<file path="config.mk">
export PLATFORM = sky130hd
export DESIGN_NAME = pttmr_top
export DESIGN_NICKNAME = d
export VERILOG_FILES = /design/src/logic/pttmr_counter.v /design/src/logic/pttmr_sync.v /design/src/logic/pttmr_top.v
export VERILOG_INCLUDE_DIRS = /design/src /design/src/logic
export SDC_FILE = /design/constraint.sdc
export NUM_CORES = 1
export LEC_CHECK = 0
export ABC_AREA = 1
export BUFFER_PORTS_ARGS = -buffer_cell sky130_fd_sc_hd__buf_2
export CAP_MARGIN = 20
export CORE_UTILIZATION = 45
export DETAILED_ROUTE_END_ITERATION = 8
export HOLD_SLACK_MARGIN = 0.02
export PLACE_DENSITY = 0.72
export SLEW_MARGIN = 10
export SYNTH_ARGS = -nofsm -noshare
export SYNTH_HDL_FRONTEND = slang
export SYNTH_HIERARCHICAL = 1
export SYNTH_SLANG_ARGS = --single-unit
</file>
<file path="constraint.sdc">
create_clock -name clk_sys -period 3.2 [get_ports clk_sys]
set_input_delay 0.16 -clock clk_sys [delete_from_list [all_inputs] [get_ports clk_sys]]
set_output_delay 0.16 -clock clk_sys [all_outputs]
set_load 0.03 [all_outputs]
</file>
<file path="src/logic/pttmr_regs.vh">
// register map, field positions, reset values and timing for the tick timer
`ifndef PTTMR_REGS_VH
`define PTTMR_REGS_VH

`define PTTMR_OFS_CTRL 5'h00
`define PTTMR_OFS_RELOAD 5'h04
`define PTTMR_OFS_CURRENT 5'h08
`define PTTMR_OFS_IRQ_STAT 5'h0C
`define PTTMR_OFS_IRQ_MASK 5'h10

`define PTTMR_BIT_ENABLE 0
`define PTTMR_BIT_IRQ_EN 1
`define PTTMR_BIT_SRC_SEL 2
`define PTTMR_BIT_WRAP 16

`define PTTMR_CNT_W 24
`define PTTMR_CTRL_RESET 3'h4
`define PTTMR_RELOAD_RESET 24'h000000
`define PTTMR_IRQ_MASK_RESET 1'h0
`define PTTMR_SYNC_STAGES 2

`endif

</file>
<file path="src/logic/pttmr_counter.v">
// 24-bit down counter with reload, clear and wrap detection
`timescale 1ns/1ps
module pttmr_counter #(
  parameter W = 24
) (
  input wire clk_sys,
  input wire reset,
  input wire enable,
  input wire halt,
  input wire clear,
  input wire [W-1:0] reload,
  output wire [W-1:0] value,
  output wire wrap
);
  reg [W-1:0] cnt_q;
  reg [W-1:0] cnt_d;
  reg wrap_q;
  reg wrap_d;

  always @* begin
    cnt_d = cnt_q;
    wrap_d = 1'b0;
    if (clear) begin
      // a clearing write never counts as reaching zero
      cnt_d = {W{1'b0}};
    end else if (enable && !halt) begin
      if (cnt_q == {W{1'b0}}) begin
        cnt_d = reload;
      end else begin
        cnt_d = cnt_q - {{(W-1){1'b0}}, 1'b1};
        wrap_d = (cnt_q == {{(W-1){1'b0}}, 1'b1});
      end
    end
  end

  always @(posedge clk_sys or posedge reset) begin
    if (reset) begin
      cnt_q <= {W{1'b0}};
      wrap_q <= 1'b0;
    end else begin
      cnt_q <= cnt_d;
      wrap_q <= wrap_d;
    end
  end

  assign value = cnt_q;
  assign wrap = wrap_q;
endmodule

</file>
<file path="src/logic/pttmr_sync.v">
// two flip-flop synchroniser for a level from outside the clock domain
`timescale 1ns/1ps
module pttmr_sync (
  input wire clk_sys,
  input wire reset,
  input wire din,
  output wire dout
);
  reg meta_q;
  reg sync_q;

  always @(posedge clk_sys or posedge reset) begin
    if (reset) begin
      meta_q <= 1'b0;
      sync_q <= 1'b0;
    end else begin
      meta_q <= din;
      sync_q <= meta_q;
    end
  end

  assign dout = sync_q;
endmodule

</file>
<file path="src/logic/pttmr_top.v">
// tick timer top: wishbone slave, control, counter and interrupt logic
//
// Local design decisions: the Wishbone interface to the registers and the register offsets.
`timescale 1ns/1ps
`include "pttmr_regs.vh"
module pttmr_top #(
  parameter CNT_W = `PTTMR_CNT_W
) (
  input wire clk_sys,
  input wire reset,
  input wire wb_cyc_i,
  input wire wb_stb_i,
  input wire wb_we_i,
  input wire [4:0] wb_adr_i,
  input wire [3:0] wb_sel_i,
  input wire [31:0] wb_dat_i,
  output reg [31:0] wb_dat_o,
  output reg wb_ack_o,
  input wire debug_halt,
  output reg tick_pend_q,
  output reg irq_q
);

  ////////////////////////////////////////////////////////////////////////
  reg enable_q;
  reg irq_en_q;
  reg wrap_seen_flag_q;
  reg [CNT_W-1:0] reload_q;
  reg irq_stat_q;
  reg irq_mask_q;
  wire halt_sync;
  wire [CNT_W-1:0] cur_value;
  wire wrap_evt;

  wire req = wb_cyc_i && wb_stb_i && !wb_ack_o;
  wire wr = req && wb_we_i;
  wire rd = req && !wb_we_i;
  wire [4:0] adr = {wb_adr_i[4:2], 2'b00};
  wire hit_ctrl = (adr == `PTTMR_OFS_CTRL);
  wire hit_reload = (adr == `PTTMR_OFS_RELOAD);
  wire hit_cur = (adr == `PTTMR_OFS_CURRENT);
  wire hit_stat = (adr == `PTTMR_OFS_IRQ_STAT);
  wire hit_mask = (adr == `PTTMR_OFS_IRQ_MASK);

  // debug halt is a pin, synchronised first
  pttmr_sync u_halt_sync (
    .clk_sys(clk_sys),
    .reset(reset),
    .din(debug_halt),
    .dout(halt_sync)
  );

  // the clear does not raise a wrap event
  pttmr_counter #(
    .W(CNT_W)
  ) u_counter (
    .clk_sys(clk_sys),
    .reset(reset),
    .enable(enable_q),
    .halt(halt_sync),
    .clear(wr && hit_cur),
    .reload(reload_q),
    .value(cur_value),
    .wrap(wrap_evt)
  );

  ////////////////////////////////////////////////////////////////////////
  // control, reload and mask registers; byte lane 0 holds control bits
  always @(posedge clk_sys or posedge reset) begin
    if (reset) begin
      enable_q <= 1'b0;
      irq_en_q <= 1'b0;
      reload_q <= `PTTMR_RELOAD_RESET;
      irq_mask_q <= `PTTMR_IRQ_MASK_RESET;
    end else if (wr) begin
      if (hit_ctrl && wb_sel_i[0]) begin
        enable_q <= wb_dat_i[`PTTMR_BIT_ENABLE];
        irq_en_q <= wb_dat_i[`PTTMR_BIT_IRQ_EN];
      end
      if (hit_reload) begin
        if (wb_sel_i[0]) reload_q[7:0] <= wb_dat_i[7:0];
        if (wb_sel_i[1]) reload_q[15:8] <= wb_dat_i[15:8];
        if (wb_sel_i[2]) reload_q[23:16] <= wb_dat_i[23:16];
      end
      if (hit_mask && wb_sel_i[0]) begin
        irq_mask_q <= wb_dat_i[0];
      end
    end
  end

  ////////////////////////////////////////////////////////////////////////
  // wrap flag: set wins over read clear
  // a clearing write to current value also clears the flag
  always @(posedge clk_sys or posedge reset) begin
    if (reset) begin
      wrap_seen_flag_q <= 1'b0;
    end else if (wrap_evt) begin
      wrap_seen_flag_q <= 1'b1;
    end else if ((rd && hit_ctrl) || (wr && hit_cur)) begin
      wrap_seen_flag_q <= 1'b0;
    end
  end

  // pend pulse only with irq enable
  // wrap_evt comes only from one-to-zero steps
  always @(posedge clk_sys or posedge reset) begin
    if (reset) begin
      tick_pend_q <= 1'b0;
    end else begin
      tick_pend_q <= wrap_evt && irq_en_q;
    end
  end

  // sticky status, write one to clear; a new event wins over the clear
  always @(posedge clk_sys or posedge reset) begin
    if (reset) begin
      irq_stat_q <= 1'b0;
      irq_q <= 1'b0;
    end else begin
      if (wrap_evt && irq_en_q) begin
        irq_stat_q <= 1'b1;
      end else if (wr && hit_stat && wb_sel_i[0] && wb_dat_i[0]) begin
        irq_stat_q <= 1'b0;
      end
      irq_q <= irq_stat_q && irq_mask_q;
    end
  end

  ////////////////////////////////////////////////////////////////////////
  // single-cycle answer; unmapped words, calibration slot included, read 0
  // no calibration register
  always @(posedge clk_sys or posedge reset) begin
    if (reset) begin
      wb_ack_o <= 1'b0;
      wb_dat_o <= 32'h00000000;
    end else begin
      wb_ack_o <= req;
      wb_dat_o <= 32'h00000000;
      if (rd) begin
        // source select reads 1: core clock only
        if (hit_ctrl) begin
          wb_dat_o <= {15'h0000, wrap_seen_flag_q, 13'h0000, 1'b1,
                       irq_en_q, enable_q};
        end
        if (hit_reload) begin
          wb_dat_o <= {8'h00, reload_q};
        end
        if (hit_cur) begin
          wb_dat_o <= {8'h00, cur_value};
        end
        if (hit_stat) begin
          wb_dat_o <= {31'h00000000, irq_stat_q};
        end
        if (hit_mask) begin
          wb_dat_o <= {31'h00000000, irq_mask_q};
        end
      end
    end
  end

endmodule

</file>
==> run metrics, run 1 <==
run status completed; largest net degree at the start of global routing 33; Hold Violations, Final 0; Yosys warnings 6; worst min path class in -> reg; clock power share 0.229; Routed WL 9550 µm; Sw Share 0.404; Leak 2.79 nW; worst vdd ir ~0.28 mV; Design Area, Final 5140 µm²; Critical Path Source u_counter/value[0]; area delta synth->final 14.8%; CP endpoint u_counter/value[12]; P_int 2.15 mW; sw power about 1.5 mW; Crit path arrival time approximately 2.4 ns; share of cells above drive strength 1 0.189; ANT nets after route 0; setup TNS 0 ns; GPL Wtd Cong about 0.84; Placed Cells between 700 and 800; number of diodes 0; Vias 3813; vias in the first global route 3522; layout net count around 700; DRT Pass-1 Iters 5; fin cells 790; sequential area share after synthesis 0.464; Root Driver clkbuf_8; final cell utilization of the core 0.530; CP endpoint kind flop; flop-to-flop setup slack about 1.1 ns; Die H just over 100 µm; Comb pwr share 0.372; Reg-to-Reg Start u_counter/value[0]; RR Endpoint u_counter/value[12]; die width just over 100 µm; first-pass GRT wire length ~16000 µm; Initial Utilization 0.462; critical path class reg -> reg; Via density 4.83; Yosys top cell by area dfrtp_1; core area 9680 µm²; CTS tree yes; Post-synth top flop dfrtp_1; Iter 0 DRT Violations ~230; Async S/R FF share, synth 1.00; post-synthesis cell type count 31; Mapped Avg Cell Area approximately 7.6 µm²; share of power burned in registers 0.399; Slew Limit Headroom 0.493; Sink Count 83; Post-synth EDFFs 0; Tightest Pin Transition around 0.76 ns; latest clock arrival within the worst-skew pair 0.36 ns; period utilisation layout 0.664; I/O Pins 82; Placed Area 4810 µm²; Num CTS Buffers 9; cell area power density about 700 nW/µm²; Setup Skew 0.0122 ns; Worst-path clk slew 0.08 ns; Worst setup SP type flop; minimum clock period approximately 2.1 ns; largest cells by area after synthesis dfrtp_1, nand2_1, nor2_1; cts repair resizes 0; Pins Over Slew Limit 0; Setup violations, final 0; max cap viols 0; Crit Path Max Fanout 32; Remaining DRCs 0; Synth Cell Area 4470 µm²; GRT overflow 0; FF-to-FF path depth 10; die footprint 10300 µm²; post-synth top area share 0.464; fmax ~0.47 GHz; H-tree levels 3; RSZ-0062 raised after global routing false; Clock Path Buffers 2; WL per Instance around 12 µm; dpl hpwl 6570 µm; initial antenna violation count 0; cells after synthesis a little under 600; Site Rows 36; Yosys reg bits 83; fillers ~940; Total GRT Usage 0.202; PortBufs 62; Worst Path Required approximately 3.5 ns
## metal layers
metal | part of all wire | GRT usage | routed length [µm] | up-vias
li1 | - | - | - | 1948
met1 | 0.47 | 0.267 | 4450 | 1760
met2 | 0.47 | 0.330 | 4530 | 97
met3 | 0.049 | 0.0435 | 469 | 8
met4 | 0.011 | 0.0691 | 102 | 0
met5 | 0 | 0 | 0 | -
## metrics by stage
step                setup slack [ns]  hold slack (ns)  power, mW
floorplan                       1.44          -0.0988       2.51
global placement                1.12           0.0396       2.73
detailed placement              1.11           0.0439       2.77
CTS                             1.11           0.0222       3.62
global route                   0.870           0.0261       3.90
finish                          1.08           0.0384       3.61
## cells in the final DEF (no fill, tap or decap)
master and instances:
nand2_1 210, dfrtp_1 83, nor2_1 72, buf_2 62
inv_1 51, nand3_1 39, a21oi_1 23, o21ai_2 16
clkbuf_8 10, dlygate4sd3_1 10, conb_1 8, nand4_1 7
o21ai_0 6, nor2_2 6, o211ai_2 6, nand3b_1 6
nand3_2 4, inv_2 4, buf_4 4, xor2_1 4
nand2_2 3, xnor2_1 3, ha_1 3, o21ai_1 2
nor3_1 2, bufinv_16 2, clkinvlp_4 2, nor2_4 2
nor3_4 1, nor3_2 1, clkbuf_1 1, or2_1 1
nor4_1 1, and3_1 1, buf_8 1
## worst max-delay path, stage by stage (launching register included)
cell and delay [ns]:
dfrtp_1 0.45, inv_1 0.15, ha_1 0.19, nand2_1 0.06, nor2_1 0.15, nand3_2 0.32, buf_4 0.38, nor2_1 0.16
nor2_1 0.06, nand2_1 0.07, nand2_1 0.04
## state kept, by name, indices dropped and copies added (netlist names)
register,flops
irq_stat_q,1
u_counter/value,24
u_counter/wrap,1
u_halt_sync/dout,1
tick_pend_q,1
wb_ack_o,1
irq_mask_q,1
u_halt_sync/meta_q,1
wrap_seen_flag_q,1
reload_q,24
irq_en_q,1
wb_dat_o,24
enable_q,1
irq_q,1
## cell type report
type / instances / area (µm²) / area share
clock buffer: 11 / 141 / 0.0275
clock inverter: 4 / 75.1 / 0.0146
inverter: 55 / 206 / 0.0402
multi-input combinational: 427 / 2020 / 0.392
sequential: 83 / 2080 / 0.404
tap: 133 / 166 / 0.0324
timing repair buffer: 77 / 455 / 0.0887
## power by group through the flow
stage	clock [mW]	combinational, mW	sequential [mW]
after floorplan	0	1.11	1.41
after global placement	0	1.29	1.45
after detailed placement	0	1.31	1.46
after CTS	0.852	1.33	1.44
after global routing	0.885	1.55	1.47
final	0.826	1.34	1.44
## Yosys cell counts (all sizes together) (4+ instances only)
master,number
nand3b,6
nor2,80
xor2,4
inv,55
o211ai,6
nor3,4
o21ai,24
nand3,43
nand2,213
clkbuf,4
nand4,7
a21oi,23
dfrtp,83
buf,23
## kinds of logic after synthesis
family,after synthesis,synth area share
xor gates and xnor gates,7,0.0137
other,1,0.000838
buffers and inverters,82,0.0912
DFF,83,0.464
AOI/OAI and AO/OA,53,0.0828
adders and majority gates,3,0.00839
and+or+nand+nor,356,0.339
## how the worst min path moves through the flow
stage / start / end / slack, ns / cells past startpoint
after floorplan: reset / u_halt_sync/dout / -0.1 / 1
after global placement: reset / u_halt_sync/meta_q / 0.04 / 2
after detailed placement: reset / u_halt_sync/meta_q / 0.04 / 2
after CTS: wb_dat_i[14] / reload_q[14] / 0.02 / 3
after global routing: wb_dat_i[18] / reload_q[18] / 0.03 / 3
final: wb_dat_i[5] / reload_q[5] / 0.04 / 3
## repair_timing
item / CTS / global route
buffers inserted: 0 / 0
hold buffers: 10 / 0
endpoints found under the hold margin: 38 / 0
No activity file was read; power rests on OpenSTA's default activity.
==> inputs of run 2 (changes only) <==
==> constraint.sdc (replaced) <==
create_clock -name clk_sys -period 2.15 [get_ports clk_sys]
set_input_delay 0.1075 -clock clk_sys [delete_from_list [all_inputs] [get_ports clk_sys]]
set_output_delay 0.1075 -clock clk_sys [all_outputs]
set_load 0.03 [all_outputs]
==> run metrics, run 2 (synthesis results as in run 1) <==
run status completed; Top cell by count, worst path nand2_1; vias in the first global route between 3000 and 4000; Via density ~4.8; Crit path arrival time roughly 2.0 ns; Iter 0 DRT Violations roughly 160; area occupied by multi-input gates 2020 µm²; hold depth 3; minimum clock period between 1.5 and 2 ns; fmax 0.563 GHz; layout net count a little over 700; Crit path max-delay family simple AND/OR/NAND/NOR gates; final worst slack between 0.3 and 0.4 ns; max cap viols 0; Num CTS Buffers 9; ANT nets after route 0; Crit Path Max Fanout 7; RR Endpoint u_counter/value[10]; P_int between 3 and 4 mW; die footprint just over 10000 µm²; pre-CTS setup slack ~0.4 ns; min-delay src wb_cyc_i; Worst setup SP type flop; worst-path cell chain inv_1, ha_1, nand2_1, nor2_2, nand2_1, nand2_1, nand3_1, nand2_1, nand2_1; commonest non-fill, non-tap cell in the layout nand2_1; initial antenna violation count 0; area delta synth->final 19.7%; Hold Violations, Final 0; Design Area, Final roughly 5400 µm²; GPL Wtd Cong approximately 0.86; first-pass GRT wire length 17200 µm; Total GRT Usage 0.214; CP endpoint kind flop; I/O Pins 82; final cell utilization of the core 0.553; clock power share 0.233; Die H approximately 100 µm; Slew Limit Headroom 0.501; Routed WL ~10000 µm; Power Total 5.47 mW; latest clock arrival within the worst-skew pair between 0.3 and 0.4 ns; largest net degree at the start of global routing 33; flop-to-flop setup slack 0.37 ns; Setup Skew about 0.011 ns; Sink Count between 80 and 90; Pins Over Slew Limit 0; Worst Path Buf+Inv 1; WL per Instance around 12 µm; GRT overflow 0; end of the worst hold path wb_ack_o; Max stage delay on crit path 0.44 ns; share of cells above drive strength 1 0.196; Reg-to-Reg Start u_counter/value[0]; most frequent cells in the layout nand2_1, dfrtp_1, nor2_1, buf_2, inv_1; CTS tree yes; sw power roughly 2.2 mW; Remaining DRCs 0; Comb pwr share 0.375; fillers just over 900; CP max-delay cell dfrtp_1; FF-to-FF path depth 9; Tightest Pin Transition roughly 0.75 ns; worst vdd ir ~0.53 mV; critical path class reg -> reg; setup TNS 0 ns; Worst Path Required 2.40 ns; dpl hpwl approximately 7000 µm; Leak approximately 2.9 nW; cts repair resizes 0; Worst-path clk slew around 0.080 ns; RSZ-0062 raised after global routing false; Placed Area 4890 µm²; cell area power density 1020 nW/µm²; core area 9680 µm²; period utilisation layout 0.827; die width around 100 µm; Setup violations, final 0; H-tree levels 3; Vias 3940; PortBufs 62; Root Driver clkbuf_8; share of power burned in registers 0.391; worst min path class in -> reg; number of diodes 0; DRT Pass-1 Iters 4; sequential cell area between 2000 and 2500 µm²; Sw Share 0.404; Clock Path Buffers 2; Site Rows 36; Initial Utilization 0.462
==> run 2: cell types whose count changed in the layout (fill, tap and decap cells not counted), sizes merged <==
cell and change:
clkinvlp -1, clkbuf +1, dlygate4sd3 +14, buf +8, clkinv +1
==> run 2: stage by stage <==
stage | hold slack [ns] | instances
after floorplan | -0.151 | 592
after global placement | -0.0139 | 773
after detailed placement | -0.0109 | 773
after CTS | 0.0214 | 813
after global routing | 0.0538 | 813
final | 0.0375 | 813
==> run 2: worst min-delay path, delay by kind of cell <==
family	cells	cell delay, ns
buffers and inverters	2	0.14
and+or+nand+nor	1	0.10
==> run 2: final cells by class <==
class / count / area share
flip-flops and latches: 83 / 0.388
multi-input cells: 427 / 0.376
repair buffers: 99 / 0.123
inverters: 55 / 0.0386
well taps: 133 / 0.0311
clock buffers: 12 / 0.0290
clock inverters: 4 / 0.0136
==> run 2: what timing repair did <==
item,CTS,global route
endpoints found under the hold margin,77,0
setup buffers,0,0
hold buffers,24,0
==> run 2: how the worst max path moves through the flow <==
| stage | start | end | slack (ns) | cells after the start |
|---|---|---|---|---|
| floorplan | wb_ack_o | u_counter/value[14] | 0.39 | 11 |
| global placement | u_counter/value[0] | u_counter/value[12] | 0.46 | 10 |
| detailed placement | u_counter/value[0] | u_counter/value[10] | 0.41 | 9 |
| CTS | u_counter/value[0] | u_counter/value[10] | 0.37 | 9 |
| global route | u_counter/value[0] | u_counter/value[18] | 0.23 | 9 |
| finish | u_counter/value[0] | u_counter/value[10] | 0.37 | 9 |
==> run 2: per-layer routing <==
layer,global-route usage,part of all wire
met2,0.372,0.49
met3,0.0338,0.037
met5,0,0
met1,0.270,0.46
met4,0.0736,0.012
==> run 2: power groups by stage <==
| stage | logic [mW] | registers (mW) | clock network (mW) |
|---|---|---|---|
| 6_report | 2.05 | 2.14 | 1.28 |
| 4_1_cts | 2.05 | 2.14 | 1.32 |
| 5_1_grt | 2.34 | 2.20 | 1.36 |
| 2_1_floorplan | 1.65 | 2.09 | 0 |
| 3_5_place_dp | 1.99 | 2.17 | 0 |
| 3_3_place_gp | 1.94 | 2.15 | 0 |
==> inputs of run 3 (changes only) <==
--- a/config.mk
+++ b/config.mk
@@ -6,7 +6,7 @@
 export SDC_FILE = /design/constraint.sdc
 export NUM_CORES = 1
 export LEC_CHECK = 0
-export ABC_AREA = 1
+export ABC_AREA = 0
 export BUFFER_PORTS_ARGS = -buffer_cell sky130_fd_sc_hd__buf_2
 export CAP_MARGIN = 20
 export CORE_UTILIZATION = 45
==> constraint.sdc (replaced) <==
create_clock -name clk_sys -period 1.8 [get_ports clk_sys]
set_input_delay 0.09 -clock clk_sys [delete_from_list [all_inputs] [get_ports clk_sys]]
set_output_delay 0.09 -clock clk_sys [all_outputs]
set_load 0.03 [all_outputs]
==> run metrics, run 3 <==
post-synthesis cell type count 62; ANT nets after route 0; first-pass GRT wire length between 15000 and 20000 µm; WL per Instance roughly 17 µm; latest clock arrival within the worst-skew pair approximately 0.38 ns; dpl hpwl between 8000 and 9000 µm; Setup Skew between 0.01 and 0.015 ns; pre-CTS setup slack -0.388 ns; number of diodes 0; Pins Over Slew Limit 0; commonest non-fill, non-tap cell in the layout dfrtp_1; Placed Cells ~640; I/O Pins between 80 and 90; fmax 0.451 GHz; Iter 0 DRT Violations 337; most frequent cells in the layout dfrtp_1, buf_4, buf_2, nor2_1, dlygate4sd3_1; Synth Cell Area approximately 4300 µm²; hold_ws roughly 0.062 ns; Yosys reg bits 83; run status finished with violations; Design Area, Final 6160 µm²; die footprint 9930 µm²; Post-synth EDFFs 0; GPL Wtd Cong just over 0.9; initial antenna violation count 0; worst min path class in -> reg; Yosys top cell by area dfrtp_1; CP endpoint kind flop; Worst-path clk slew 0.09 ns; Sink Count 83; Async S/R FF share, synth 1.00; largest net degree at the start of global routing 30; DRT Pass-1 Iters 5; final worst slack -0.415 ns; top-count cell post-synth dfrtp_1; period utilisation layout 1.23; setup TNS -4.28 ns; top cells by count, synth dfrtp_1, nor2_1, a22oi_1, nand2_1; minimum clock period ~2.2 ns; Clock Path Buffers 2; Placed Area approximately 5200 µm²; fillers between 600 and 700; Initial Utilization 0.464; Setup violations, final 24; Power Total roughly 6.0 mW; Critical Path Source u_counter/value[7]; Via density 5.54; Worst Path Required 2.06 ns; core area 9240 µm²; Crit path arrival time around 2.5 ns; Hold Violations, Final 0; area delta synth->final 43.6%; GRT overflow 0; Slew Limit Headroom 0.585; CP endpoint u_counter/value[20]; cell area power density 979 nW/µm²; layout net count between 600 and 700; sequential area share after synthesis 0.484; worst vdd ir 0.581 mV; FF-to-FF path depth 5; Num CTS Buffers 9; cells after synthesis ~400; CTS tree yes; Site Rows 35; Worst setup SP type flop; Leak 2.91 nW; Reg-to-Reg Start u_counter/value[7]; largest cells by area after synthesis dfrtp_1, mux2_4, mux2i_1; vias in the first global route a little under 4000; Root Driver clkbuf_8; failing checks setup timing; Tightest Pin Transition roughly 0.62 ns; sequential cell area 2080 µm²; final cell utilization of the core 0.667; Remaining DRCs 0; PortBufs 62; Mapped Avg Cell Area 10.9 µm²; Crit Path Max Fanout 2; share of cells above drive strength 1 0.461; Routed WL roughly 12000 µm; max cap viols 0; RSZ-0062 raised after global routing true; Post-synth top flop dfrtp_1; critical path class reg -> reg; flop-to-flop setup slack -0.41 ns; Die H 99.6 µm; Vias slightly below 4000; Total GRT Usage 0.256; Yosys warnings 6; RR Endpoint u_counter/value[20]; fin cells approximately 700; area occupied by multi-input gates about 2300 µm²; H-tree levels 3; post-synth top area share 0.484; die width ~100 µm
[run 3: cell types whose count changed after synthesis, sizes merged, moves of 6 or more]
| cell | change |
|---|---|
| nand2 | -196 |
| nor2 | -42 |
| inv | -41 |
| mux2 | +30 |
| nand3 | -30 |
| a22oi | +20 |
| mux2i | +16 |
| a21oi | -12 |
| nor3 | +10 |
| clkbuf | +8 |
| o21ai | -7 |
| nor4 | +6 |
[run 3: cell families (layout without fill, tap and decap cells)]
family / Yosys count / in the layout / synth area share
and+or+nand+nor: 128 / 129 / 0.166
AOI/OAI and AO/OA: 87 / 87 / 0.143
DFF: 83 / 83 / 0.484
muxes: 46 / 46 / 0.130
buffers and inverters: 46 / 213 / 0.0647
adders and majority gates: 3 / 3 / 0.00875
other: 1 / 8 / 0.000874
xor gates and xnor gates: 1 / 1 / 0.00204
[run 3: cell type report]
class,count,area share
inverters,15,0.00914
flip-flops and latches,83,0.337
well taps,129,0.0262
clock inverters,5,0.0126
repair buffers,183,0.224
multi-input cells,274,0.368
clock buffers,10,0.0223
[run 3: power by group]
group	switching, mW	total, mW	internal [mW]
Clock	0.684	1.49	0.806
Combinational	1.11	2.29	1.18
Sequential	0.180	2.25	2.07
[run 3: critical path: stages (launching register included)]
cell and delay [ns]:
dfrtp_1 0.39, or4_4 0.54, or4_4 0.57, or3_1 0.39, a21oi_2 0.13, o32ai_1 0.08
[run 3: what timing repair did]
item	in CTS	in global routing
pin swaps	24	24
hold endpoints to repair	64	0
hold buffers	26	0
gates resized for setup	44	32
cloned	2	0
setup endpoints to repair	25	25
buffers inserted	7	8
[run 3: layer usage]
metal | vias to the layer above | global-route usage | share of wire
met5 | - | 0 | 0
met2 | 148 | 0.414 | 0.48
met4 | 0 | 0.0973 | 0.018
met1 | 1924 | 0.334 | 0.45
li1 | 1779 | - | -
met3 | 24 | 0.0590 | 0.051
[run 3: worst min path at each step]
stage | end | cells past startpoint | from | slack [ns]
6_report | irq_stat_q | 4 | wb_sel_i[0] | 0.06
5_1_grt | irq_stat_q | 4 | wb_sel_i[0] | 0.07
4_1_cts | irq_stat_q | 4 | wb_sel_i[0] | 0.05
3_5_place_dp | u_halt_sync/meta_q | 2 | reset | -0.03
3_3_place_gp | u_halt_sync/meta_q | 2 | reset | -0.03
2_1_floorplan | u_halt_sync/dout | 1 | reset | -0.17
